`src/shared/smcp_map.vh`:
```
// constants for the storage media command parser
`ifndef SMCP_MAP_VH
`define SMCP_MAP_VH

// message kinds
`define SMCP_KIND_CTRL 8'h01
`define SMCP_KIND_ACK 8'h02

// selection purpose codes
`define SMCP_SELM_STORE 5'h01
`define SMCP_SELM_RETR 5'h02

// field lengths in bits
`define SMCP_LEN_KIND 6'd8
`define SMCP_LEN_CTRL 6'd16
`define SMCP_LEN_SEL 6'd40
`define SMCP_LEN_RET 6'd16
`define SMCP_LEN_OPT 6'd8
`define SMCP_LEN_STO 6'd8
`define SMCP_LEN_TCH 6'd8
`define SMCP_LEN_TCB 6'd40
`define SMCP_ACK_BITS 7'd72
`define SMCP_ACK_BITS_SHORT 7'd24

// acknowledgement type bits
`define SMCP_ACK_SEL 4'h8
`define SMCP_ACK_RET 4'h4
`define SMCP_ACK_STO 4'h2
`define SMCP_ACK_ERR 4'h1

// timing
`define SMCP_SYS_CLK_HZ 40000000
`define SMCP_TC_CLK_HZ 90000
`define SMCP_TC_TICK_CYC (`SMCP_SYS_CLK_HZ / `SMCP_TC_CLK_HZ)
`define SMCP_FAST_STEP 33'd4

// register byte offsets
`define SMCP_REG_CTRL 8'h00
`define SMCP_REG_STATUS 8'h04
`define SMCP_REG_STREAM 8'h08
`define SMCP_REG_PTS_LO 8'h0C
`define SMCP_REG_PTS_HI 8'h10
`define SMCP_REG_REMAIN 8'h14
`define SMCP_REG_COUNT 8'h18

// control register fields and reset
`define SMCP_CTRL_PARSE_EN 0
`define SMCP_CTRL_ACK_EN 1
`define SMCP_CTRL_RESET 2'h3

`endif

```
`src/verilog/smcp_parser.v`:
```
// storage media command parser and acknowledgement builder
//
// Chosen here: the register addresses and the Wishbone register port.
`timescale 1ns/1ps
`default_nettype none
`include "smcp_map.vh"

// Operation
// - one operation bit; none means ignore
// - one retrieval request; none means ignore
// - capture or halt; none means ignore
// - control word: three op bits, reserved, marker
// - marker bits always one
// - reserved bits sent as zero
// - selection fields: id pieces, purpose, markers
// - join id pieces into 32-bit stream number
// - purpose: 1 storage, 2 retrieval, else invalid
// - retrieval word: five requests, reserved, marker
// - seek: reserved, direction, time code
// - seek moves pointer, only while stopped
// - timed play: speed, direction, reserved, time code
// - timed play from current timestamp, commanded parameters; a play while playing keeps the running speed, direction and duration
// - pause halts, pointer kept
// - resume forward normal, only when paused
// - halt stops stream transmission
// - direction one forward, zero backward
// - speed one normal, zero fast
// - capture records until duration or halt
// - ack sets exactly one type bit
// - ack word layout; time code when retrieval or storage accepted
// - time codes count 90 kHz cycles
// - time code: flag, then 33-bit timestamp
// - kind 0x01 command, 0x02 acknowledgement
// - status one accepted, zero rejected
module smcp_parser #(
  parameter TICK_CYC = `SMCP_TC_TICK_CYC
) (
  input wire clock_i,
  input wire nrst_i,
  input wire frame_start_i,
  input wire cmd_bit_i,
  input wire cmd_valid_i,
  output reg cmd_ready_o,
  output reg ack_bit_o,
  output reg ack_valid_o,
  output reg ack_last_o,
  input wire ack_ready_i,
  input wire wb_cyc_i,
  input wire wb_stb_i,
  input wire wb_we_i,
  input wire [7:0] wb_adr_i,
  input wire [31:0] wb_dat_i,
  input wire [3:0] wb_sel_i,
  output reg [31:0] wb_dat_o,
  output reg wb_ack_o
);

  // parser states
  localparam P_KIND = 10'h001;
  localparam P_CTRL = 10'h002;
  localparam P_SEL = 10'h004;
  localparam P_RET = 10'h008;
  localparam P_OPT = 10'h010;
  localparam P_STO = 10'h020;
  localparam P_TCH = 10'h040;
  localparam P_TCB = 10'h080;
  localparam P_EXEC = 10'h100;
  localparam P_SKIP = 10'h200;

  // stream states
  localparam S_NONE = 5'h01;
  localparam S_STOP = 5'h02;
  localparam S_PLAY = 5'h04;
  localparam S_PAUSE = 5'h08;
  localparam S_REC = 5'h10;

  reg [9:0] pst_r;
  reg [5:0] cnt_r;
  reg [39:0] sh_r;
  reg op_sel_r;
  reg op_ret_r;
  reg op_sto_r;
  reg [4:0] req_r;
  reg rec_r;
  reg halt_r;
  reg bad_r;
  reg dir_r;
  reg speed_r;
  reg inf_r;
  reg [32:0] tcv_r;
  reg [31:0] id_r;
  reg [4:0] selm_r;

  reg [4:0] sst_r;
  reg [4:0] mode_r;
  reg [31:0] stream_number_r;
  reg [32:0] pts_r;
  reg [32:0] remain_r;
  reg run_inf_r;
  reg run_dir_r;
  reg run_fast_r;
  reg [8:0] tick_cnt_r;
  reg tick_r;
  reg pend_r;
  reg [3:0] pend_type_r;
  reg pend_stat_r;

  reg [71:0] tx_sh_r;
  reg [6:0] tx_len_r;
  reg [1:0] ctrl_r;
  reg last_stat_r;
  reg [3:0] last_type_r;
  reg [15:0] n_acc_r;
  reg [15:0] n_rej_r;

  wire [39:0] sh_nxt = {sh_r[38:0], cmd_bit_i};
  wire take = cmd_valid_i & cmd_ready_o;
  wire seg_end = take & (cnt_r == 6'd1);
  wire tx_idle = (tx_len_r == 7'd0);
  wire [2:0] ops = sh_nxt[15:13];
  wire [4:0] reqs = sh_nxt[15:11];
  wire tx_go = tx_idle & ctrl_r[`SMCP_CTRL_ACK_EN];

  // execution outcome
  reg ex_stat;
  reg [3:0] ex_type;
  reg ex_send;
  reg [4:0] ex_sst;
  reg [32:0] ex_pts;

  always @* begin
    ex_stat = 1'b0;
    ex_type = `SMCP_ACK_ERR;
    ex_send = 1'b1;
    ex_sst = sst_r;
    ex_pts = pts_r;
    if (bad_r) begin
      ex_stat = 1'b0;
      ex_type = op_sel_r ? `SMCP_ACK_SEL : (op_ret_r ? `SMCP_ACK_RET :
                (op_sto_r ? `SMCP_ACK_STO : `SMCP_ACK_ERR));
    end else if (op_sel_r) begin
      ex_type = `SMCP_ACK_SEL;
      if (selm_r == `SMCP_SELM_STORE || selm_r == `SMCP_SELM_RETR) begin
        ex_stat = 1'b1;
        ex_sst = S_STOP;
        ex_pts = 33'h0;
      end else begin
        ex_sst = S_NONE;
      end
    end else if (op_ret_r) begin
      ex_type = `SMCP_ACK_RET;
      if (sst_r != S_NONE && mode_r == `SMCP_SELM_RETR) begin
        case (req_r)
          5'h10: begin
            if (sst_r == S_STOP && !inf_r) begin
              ex_stat = 1'b1;
              ex_pts = dir_r ? pts_r + tcv_r : pts_r - tcv_r;
            end
          end
          5'h08: begin
            ex_stat = 1'b1;
            ex_sst = S_PLAY;
          end
          5'h04: begin
            if (sst_r == S_PLAY) begin
              ex_stat = 1'b1;
              ex_sst = S_PAUSE;
            end
          end
          5'h02: begin
            if (sst_r == S_PAUSE) begin
              ex_stat = 1'b1;
              ex_sst = S_PLAY;
            end
          end
          5'h01: begin
            ex_stat = 1'b1;
            ex_sst = S_STOP;
          end
          default: ex_stat = 1'b0;
        endcase
      end
    end else if (op_sto_r) begin
      ex_type = `SMCP_ACK_STO;
      if (sst_r != S_NONE && mode_r == `SMCP_SELM_STORE) begin
        ex_stat = 1'b1;
        ex_sst = rec_r ? S_REC : S_STOP;
      end
    end else begin
      ex_send = 1'b0;
    end
  end

  // ack word with optional time code
  function [71:0] ack_word;
    input [3:0] typ;
    input stat;
    input [32:0] ts;
    begin
      ack_word = {`SMCP_KIND_ACK, typ, 10'h000, 1'b1, stat,
                  7'h00, 1'b0, 4'h0, ts[32:30], 1'b1, ts[29:15], 1'b1,
                  ts[14:0], 1'b1};
    end
  endfunction

  wire [71:0] ex_word = ack_word(ex_type, ex_stat, ex_pts);
  wire [71:0] pd_word = ack_word(pend_type_r, pend_stat_r, pts_r);
  wire ex_long = ex_stat & (ex_type == `SMCP_ACK_RET || ex_type == `SMCP_ACK_STO);
  wire pd_long = pend_stat_r & (pend_type_r != `SMCP_ACK_ERR);
  wire do_exec = (pst_r == P_EXEC) & tx_go;
  wire do_pend = pend_r & tx_go & (pst_r != P_EXEC);
  reg [9:0] pst_nxt;

  // command parser
  always @* begin
    pst_nxt = pst_r;
    if (frame_start_i) begin
      pst_nxt = P_KIND;
    end else if (do_exec) begin
      pst_nxt = P_SKIP;
    end else if (seg_end) begin
      case (pst_r)
        P_KIND: pst_nxt = (sh_nxt[7:0] == `SMCP_KIND_CTRL) ? P_CTRL : P_SKIP;
        P_CTRL: begin
          if (ops == 3'h0)
            pst_nxt = P_SKIP;
          else if ((ops & (ops - 3'h1)) != 3'h0)
            pst_nxt = P_EXEC;
          else
            pst_nxt = ops[2] ? P_SEL : (ops[1] ? P_RET : P_STO);
        end
        P_SEL: pst_nxt = P_EXEC;
        P_RET: begin
          if (reqs == 5'h0)
            pst_nxt = P_SKIP;
          else if ((reqs & (reqs - 5'h1)) != 5'h0)
            pst_nxt = P_EXEC;
          else
            pst_nxt = (reqs[4] | reqs[3]) ? P_OPT : P_EXEC;
        end
        P_OPT: pst_nxt = P_TCH;
        P_STO: begin
          if (sh_nxt[1:0] == 2'h0)
            pst_nxt = P_SKIP;
          else
            pst_nxt = (sh_nxt[1:0] == 2'h2) ? P_TCH : P_EXEC;
        end
        P_TCH: pst_nxt = sh_nxt[0] ? P_EXEC : P_TCB;
        P_TCB: pst_nxt = P_EXEC;
        default: pst_nxt = P_SKIP;
      endcase
    end
  end

  reg [5:0] cnt_nxt;
  always @* begin
    case (pst_nxt)
      P_KIND: cnt_nxt = `SMCP_LEN_KIND;
      P_CTRL: cnt_nxt = `SMCP_LEN_CTRL;
      P_SEL: cnt_nxt = `SMCP_LEN_SEL;
      P_RET: cnt_nxt = `SMCP_LEN_RET;
      P_OPT: cnt_nxt = `SMCP_LEN_OPT;
      P_STO: cnt_nxt = `SMCP_LEN_STO;
      P_TCH: cnt_nxt = `SMCP_LEN_TCH;
      P_TCB: cnt_nxt = `SMCP_LEN_TCB;
      default: cnt_nxt = 6'd0;
    endcase
  end

  always @(posedge clock_i) begin
    if (!nrst_i) begin
      pst_r <= P_SKIP;
      cnt_r <= 6'd0;
      sh_r <= 40'h0;
      op_sel_r <= 1'b0;
      op_ret_r <= 1'b0;
      op_sto_r <= 1'b0;
      req_r <= 5'h0;
      rec_r <= 1'b0;
      halt_r <= 1'b0;
      bad_r <= 1'b0;
      dir_r <= 1'b1;
      speed_r <= 1'b1;
      inf_r <= 1'b1;
      tcv_r <= 33'h0;
      id_r <= 32'h0;
      selm_r <= 5'h0;
      cmd_ready_o <= 1'b0;
    end else begin
      pst_r <= pst_nxt;
      cmd_ready_o <= ctrl_r[`SMCP_CTRL_PARSE_EN] & (pst_nxt != P_EXEC) & (pst_nxt != P_SKIP);
      if (frame_start_i || (seg_end && pst_nxt != pst_r)) begin
        cnt_r <= frame_start_i ? `SMCP_LEN_KIND : cnt_nxt;
      end else if (take) begin
        cnt_r <= cnt_r - 6'd1;
      end
      if (take)
        sh_r <= sh_nxt;
      if (frame_start_i) begin
        op_sel_r <= 1'b0;
        op_ret_r <= 1'b0;
        op_sto_r <= 1'b0;
        req_r <= 5'h0;
        bad_r <= 1'b0;
        inf_r <= 1'b1;
        dir_r <= 1'b1;
        speed_r <= 1'b1;
        tcv_r <= 33'h0;
      end else if (seg_end) begin
        case (pst_r)
          P_CTRL: begin
            op_sel_r <= sh_nxt[15];
            op_ret_r <= sh_nxt[14];
            op_sto_r <= sh_nxt[13];
            bad_r <= !sh_nxt[0] | ((ops & (ops - 3'h1)) != 3'h0);
          end
          P_SEL: begin
            id_r <= {sh_nxt[39:25], sh_nxt[23:9], sh_nxt[7:6]};
            selm_r <= sh_nxt[5:1];
            bad_r <= bad_r | !sh_nxt[24] | !sh_nxt[8] | !sh_nxt[0];
          end
          P_RET: begin
            req_r <= reqs;
            bad_r <= bad_r | !sh_nxt[0] | ((reqs & (reqs - 5'h1)) != 5'h0);
          end
          P_OPT: begin
            dir_r <= req_r[4] ? sh_nxt[0] : sh_nxt[6];
            speed_r <= req_r[4] ? 1'b1 : sh_nxt[7];
          end
          P_STO: begin
            rec_r <= sh_nxt[1];
            halt_r <= sh_nxt[0];
            bad_r <= bad_r | (sh_nxt[1:0] == 2'h3);
          end
          P_TCH: inf_r <= sh_nxt[0];
          P_TCB: begin
            tcv_r <= {sh_nxt[35:33], sh_nxt[31:17], sh_nxt[15:1]};
            bad_r <= bad_r | !sh_nxt[32] | !sh_nxt[16] | !sh_nxt[0];
          end
          default: bad_r <= bad_r;
        endcase
      end
    end
  end

  always @(posedge clock_i) begin
    if (!nrst_i) begin
      tick_cnt_r <= 9'd0;
      tick_r <= 1'b0;
    end else begin
      tick_r <= (tick_cnt_r == TICK_CYC - 1);
      tick_cnt_r <= (tick_cnt_r == TICK_CYC - 1) ? 9'd0 : tick_cnt_r + 9'd1;
    end
  end

  wire [32:0] step = run_fast_r ? `SMCP_FAST_STEP : 33'd1;
  wire running = (sst_r == S_PLAY) | (sst_r == S_REC);

  // stream state and playback pointer
  always @(posedge clock_i) begin
    if (!nrst_i) begin
      sst_r <= S_NONE;
      mode_r <= 5'h0;
      stream_number_r <= 32'h0;
      pts_r <= 33'h0;
      remain_r <= 33'h0;
      run_inf_r <= 1'b1;
      run_dir_r <= 1'b1;
      run_fast_r <= 1'b0;
      pend_r <= 1'b0;
      pend_type_r <= `SMCP_ACK_ERR;
      pend_stat_r <= 1'b0;
    end else if (do_exec) begin
      sst_r <= ex_sst;
      pts_r <= ex_pts;
      if (op_sel_r && !bad_r) begin
        stream_number_r <= id_r;
        mode_r <= ex_stat ? selm_r : 5'h0;
      end
      if (ex_stat && ex_sst != sst_r) begin
        pend_r <= 1'b0;
        run_dir_r <= (req_r == 5'h02) ? 1'b1 : dir_r;
        run_fast_r <= (req_r == 5'h08) ? !speed_r : 1'b0;
        run_inf_r <= (req_r == 5'h02) ? 1'b1 : inf_r;
        remain_r <= tcv_r;
      end
    end else begin
      if (do_pend)
        pend_r <= 1'b0;
      if (tick_r && running) begin
        if (sst_r == S_PLAY && !run_dir_r && pts_r < step) begin
          // start of stream reached backward
          sst_r <= S_STOP;
          pend_r <= 1'b1;
          pend_type_r <= `SMCP_ACK_ERR;
          pend_stat_r <= 1'b0;
        end else if (!run_inf_r && remain_r <= step) begin
          sst_r <= S_STOP;
          pts_r <= run_dir_r ? pts_r + step : pts_r - step;
          pend_r <= 1'b1;
          pend_type_r <= (sst_r == S_REC) ? `SMCP_ACK_STO : `SMCP_ACK_RET;
          pend_stat_r <= 1'b1;
        end else begin
          pts_r <= run_dir_r ? pts_r + step : pts_r - step;
          remain_r <= remain_r - step;
        end
      end
    end
  end

  // acknowledgement transmitter
  always @(posedge clock_i) begin
    if (!nrst_i) begin
      tx_sh_r <= 72'h0;
      tx_len_r <= 7'd0;
      ack_bit_o <= 1'b0;
      ack_valid_o <= 1'b0;
      ack_last_o <= 1'b0;
      last_stat_r <= 1'b0;
      last_type_r <= 4'h0;
      n_acc_r <= 16'h0;
      n_rej_r <= 16'h0;
    end else if (do_exec && ex_send) begin
      tx_sh_r <= {ex_word[70:0], 1'b0};
      tx_len_r <= ex_long ? `SMCP_ACK_BITS : `SMCP_ACK_BITS_SHORT;
      ack_bit_o <= ex_word[71];
      ack_valid_o <= 1'b1;
      ack_last_o <= 1'b0;
      last_stat_r <= ex_stat;
      last_type_r <= ex_type;
      n_acc_r <= n_acc_r + {15'h0, ex_stat};
      n_rej_r <= n_rej_r + {15'h0, !ex_stat};
    end else if (do_pend) begin
      tx_sh_r <= {pd_word[70:0], 1'b0};
      tx_len_r <= pd_long ? `SMCP_ACK_BITS : `SMCP_ACK_BITS_SHORT;
      ack_bit_o <= pd_word[71];
      ack_valid_o <= 1'b1;
      ack_last_o <= 1'b0;
      last_stat_r <= pend_stat_r;
      last_type_r <= pend_type_r;
    end else if (ack_valid_o && ack_ready_i) begin
      tx_sh_r <= {tx_sh_r[70:0], 1'b0};
      tx_len_r <= tx_len_r - 7'd1;
      ack_bit_o <= tx_sh_r[71];
      ack_valid_o <= (tx_len_r != 7'd1);
      ack_last_o <= (tx_len_r == 7'd2);
    end
  end

  // wishbone slave
  wire wb_req = wb_cyc_i & wb_stb_i & !wb_ack_o;
  reg [31:0] rd_data;
  always @* begin
    case (wb_adr_i)
      `SMCP_REG_CTRL: rd_data = {30'h0, ctrl_r};
      `SMCP_REG_STATUS: rd_data = {11'h0, mode_r, 4'h0, last_type_r,
                                   last_stat_r, !tx_idle, pend_r, sst_r};
      `SMCP_REG_STREAM: rd_data = stream_number_r;
      `SMCP_REG_PTS_LO: rd_data = pts_r[31:0];
      `SMCP_REG_PTS_HI: rd_data = {31'h0, pts_r[32]};
      `SMCP_REG_REMAIN: rd_data = remain_r[31:0];
      `SMCP_REG_COUNT: rd_data = {n_rej_r, n_acc_r};
      default: rd_data = 32'h0;
    endcase
  end

  always @(posedge clock_i) begin
    if (!nrst_i) begin
      ctrl_r <= `SMCP_CTRL_RESET;
      wb_ack_o <= 1'b0;
      wb_dat_o <= 32'h0;
    end else begin
      wb_ack_o <= wb_req;
      if (wb_req) begin
        wb_dat_o <= wb_we_i ? 32'h0 : rd_data;
        if (wb_we_i && wb_sel_i[0] && wb_adr_i == `SMCP_REG_CTRL)
          ctrl_r <= wb_dat_i[1:0];
      end
    end
  end

endmodule
`default_nettype wire
```
`config.mk`:
```
export PLATFORM = sky130hd
export DESIGN_NAME = smcp_parser
export DESIGN_NICKNAME = d
export VERILOG_FILES = /design/src/verilog/smcp_parser.v
export VERILOG_INCLUDE_DIRS = /design/src /design/src/shared
export SDC_FILE = /design/constraint.sdc
export NUM_CORES = 1
export LEC_CHECK = 0
export ABC_AREA = 0
export BUFFER_PORTS_ARGS = -buffer_cell sky130_fd_sc_hd__buf_2
export CORE_ASPECT_RATIO = 0.7
export CORE_MARGIN = 1
export CORE_UTILIZATION = 33
export CTS_CLUSTER_DIAMETER = 50
export DETAILED_ROUTE_END_ITERATION = 8
export MAX_ROUTING_LAYER = met4
export SYNTH_ARGS = -nofsm -noshare
export SYNTH_HDL_FRONTEND = slang
export SYNTH_SLANG_ARGS = --single-unit
```
`constraint.sdc`:
```
create_clock -name clock_i -period 9.9 [get_ports clock_i]
set_clock_uncertainty 0.05 [all_clocks]
set_input_delay 0.495 -clock clock_i [delete_from_list [all_inputs] [get_ports clock_i]]
set_output_delay 0.495 -clock clock_i [all_outputs]
set_load 0.03 [all_outputs]
```
==> flow_summary.yaml <==
placement:
  dp_worst_setup_slack_ns: 4.44
  gp_congestion: 0.967
  port_buffers: 56
  dp_hpwl_um: 54000
sta:
  maxSlewViolCount: 0
  slew_headroom_pct: 21.9
  fin_ws_ns: 4.30
  worstMarginPinSlew_ns: 1.16
  setup_violations: 0
  fin_crit_sh_pct: 56.6
  tns_ns: 0
  final-hold-violation-count: 0
  fin_crit_ns: 5.60
  fmax_mhz: 179
  rsz0062_at_grt: "no"
grt:
  antenna_found_initial: 4
  grt_usage_pct: 22.3
  grt_pass1_vias: 19400
  grt_overflow: 0
  grt_start_max_net_pins: 98
  grt_pass1_wl_um: 118000
setup_path:
  path_delay_family: "simple AND/OR/NAND/NOR gates"
  cp-end-kind: "flop"
  rrSetupSlack_ns: 4.30
  path_cells: "or3_1 > or4_1 > nor4_1 > nor2b_1 > nand2_1 > nor4_1 > a21oi_1 > xor2_1 > ha_1 > a21o_1 > a21o_1 > a21o_1 > a21o_1 > a211o_1 > a21oi_1 > o41a_1 > xor2_1 > o221ai_1"
  crit_top_cell: "a21o_1"
  r2r_end: "pts_r[32]"
  cp_slowest_stage_delay_ns: 0.88
  crit_required_ns: 10.29
  r2r_start: "tcv_r[2]"
  path_buf_inv: 0
  cp_slowest_cell: "nor4_1"
  cp.arrival_ns: 5.99
  crit_type: "reg -> reg"
  worstRegToRegCells: 18
  cp_max_fo: 8
  start_kind: "flop"
pwr:
  p_sw_uw: 850
  cellInternalPower_uw: 2790
  combPwrFrac_pct: 2.2
  p_leak_uw: 0.00909
  seq_power_share_pct: 46.4
  clkPwrFrac_pct: 51.3
  peakVddDrop_uv: 114
  powerDensity_nw_per_um2: 146
  sw_frac_of_total_pct: 23.4
outcome:
  status: "complete, no violations"
clock_network:
  cts_tree: "yes"
  clock_sinks: 418
  clk_pin_slew_ns: 0.06
  post_cts_resized: 0
  cts_root_buf: "clkbuf_16"
  cts_made_buffers: 48
  htree_levels: 2
  postCtsSetupBuffers: 0
  insertion_delay_ns: 0.60
  clockBufferDepth: 3
  hold_buffers: 0
synthesis:
  synthArstFlopShare_pct: 0
  ys_ff_latch: 418
  netlist-cell-type-count: 75
  ys_warn_count: 0
  syn_area_um2: 22400
  synthesis.nets: 3129
  ys.flop_type: "dfxtp_1"
  synth_edf_count: 0
  avgSynthCellArea_um2: 7.43
  ys_seq_area_share_pct: 37.3
  syn_inst: 3023
routing:
  viasPerCell: 5.70
  firstDrtPassIters: 8
  postRouteWirelength_um: 76200
  drc: 0
  wl_per_cell_um: 19.6
  vias: 22100
  detail-route-antenna-nets: 0
  drt-initial-drc-count: 2675
min_path:
  hold_path_depth: 3
  hold_path_end: "ctrl_r[0]"
  hold_start: "wb_dat_i[0]"
  hold_path.class: "in -> reg"
final_layout:
  synthToLayoutAreaGrowth_pct: 11.5
  drive_gt1_share_pct: 7.27
  nets: 3053
  num-fill-cells: 7102
floorplan:
  start_util_pct: 33.6
  die_h_um: 220
  dieArea_um2: 69100
  die_width_um: 314
  io_pins: 90
  row_count: 79
  core-area_um2: 66800
flow_run:
  maxCapViolCount: 0
## kinds of logic after synthesis
| kind of cell | Yosys count | synth area share [%] |
|---|---|---|
| buffers and inverters | 268 | 4.62 |
| DFF | 418 | 37.3 |
| xor gates and xnor gates | 124 | 4.84 |
| adders and majority gates | 53 | 2.99 |
| muxes | 24 | 1.08 |
| AOI/OAI and AO/OA | 905 | 24.3 |
| and+or+nand+nor | 1231 | 24.8 |
## tightest hold or removal path, cell delays in order
cell,delay (ns)
buf_2,0.08
mux2i_1,0.06
nand2_1,0.06
## synth_stat cells (8+ instances only)
cell,number,share of area (%)
a211oi_1,26,0.87
a21o_1,33,1.1
a21oi_1,400,8.9
a222oi_1,18,0.80
a22oi_1,60,2.0
a31oi_1,43,1.2
and2_1,11,0.31
and3_1,29,0.81
and4_1,8,0.31
clkbuf_1,207,3.5
dfxtp_1,418,37
ha_1,52,2.9
inv_1,45,0.75
mux2i_1,22,0.98
nand2_1,555,9.3
nand2b_1,14,0.39
nand3_1,75,1.7
nand3b_1,9,0.30
nand4_1,42,1.2
nor2_1,255,4.3
nor2b_1,16,0.45
nor3_1,98,2.2
nor3b_1,9,0.30
nor4_1,34,0.95
o211a_1,9,0.40
o211ai_1,18,0.60
o21a_1,12,0.40
o21ai_0,160,3.6
o22ai_1,32,0.89
o31ai_1,21,0.70
o41ai_1,9,0.35
or2_2,11,0.31
or3_1,30,0.84
or4_1,13,0.43
xnor2_1,54,2.1
xor2_1,70,2.7
## how the worst max path moves through the flow
| stage | slack, ns | cells past startpoint | startpoint | to |
|---|---|---|---|---|
| 4_1_cts | 4.40 | 18 | tcv_r[2] | pts_r[32] |
| 6_report | 4.30 | 18 | tcv_r[2] | pts_r[32] |
| 3_3_place_gp | 4.49 | 18 | tcv_r[2] | pts_r[32] |
| 2_1_floorplan | 5.35 | 18 | tcv_r[2] | pts_r[32] |
| 3_5_place_dp | 4.44 | 18 | tcv_r[2] | pts_r[32] |
| 5_1_grt | 3.97 | 18 | tcv_r[2] | pts_r[32] |
## power groups by stage
stage / combinational, uW / sequential [uW] / clock (uW)
2_1_floorplan: 55.6 / 1730 / 0
3_3_place_gp: 80.4 / 1730 / 0
3_5_place_dp: 80.0 / 1730 / 0
4_1_cts: 80.3 / 1690 / 1890
5_1_grt: 89.1 / 1690 / 1970
6_report: 81.5 / 1690 / 1870
## state kept, by name, summed over array words and instances (netlist names), 2 cells and up
register,count
sst_r,5
id_r,32
stream_number_r,32
mode_r,5
selm_r,5
n_rej_r,16
n_acc_r,16
tick_cnt_r,9
pst_r,10
pend_type_r,3
tx_len_r,7
last_type_r,4
remain_r,33
wb_dat_o,32
tcv_r,33
pts_r,33
ctrl_r,2
req_r,5
sh_r,39
cnt_r,6
tx_sh_r,71
## through the flow
stage | hold WS [ns] | total power, uW | util (%) | area, um^2 | instances
after floorplan | 0.363 | 1780 | - | 22400 | 3023
after global placement | 0.377 | 1810 | 34.9 | 23300 | 3788
after detailed placement | 0.387 | 1810 | 34.9 | 23300 | 3788
after CTS | 0.0683 | 3660 | 37.4 | 25000 | 3875
after global routing | 0.0798 | 3750 | 37.4 | 25000 | 3879
final | 0.0914 | 3640 | 37.4 | 25000 | 3879
## cells in the final DEF (no fill, tap or decap), types with 45 or more instances in the layout
| master | netlist | routed |
|---|---|---|
| xor2_1 | 70 | 70 |
| nand3_1 | 75 | 75 |
| dfxtp_1 | 418 | 418 |
| nor2_1 | 255 | 248 |
| buf_2 | 4 | 56 |
| nand2_1 | 555 | 554 |
| a22oi_1 | 60 | 60 |
| a21oi_1 | 400 | 400 |
| ha_1 | 52 | 52 |
| o21ai_0 | 160 | 159 |
| nor3_1 | 98 | 95 |
| clkbuf_16 | 0 | 50 |
| xnor2_1 | 54 | 54 |
| inv_1 | 45 | 45 |
## per-layer routing
layer,up-vias,track usage [%],routed length (um)
met2,960,29.3,29200
met5,-,-,0
li1,10600,-,-
met4,0,4.75,1230
met1,10400,33.2,37500
met3,90,5.87,8150
## layout make-up
cell class | count | area [um^2] | share of cell area, %
multi-input cells | 2337 | 13100 | 52.4
clock buffers | 65 | 1410 | 5.63
inverters | 46 | 180 | 0.720
clock inverters | 22 | 260 | 1.04
diodes | 4 | 10.0 | 0.0400
flip-flops and latches | 418 | 8370 | 33.4
well taps | 891 | 1110 | 4.46
repair buffers | 96 | 581 | 2.32
(Power assumes the default switching activity.)
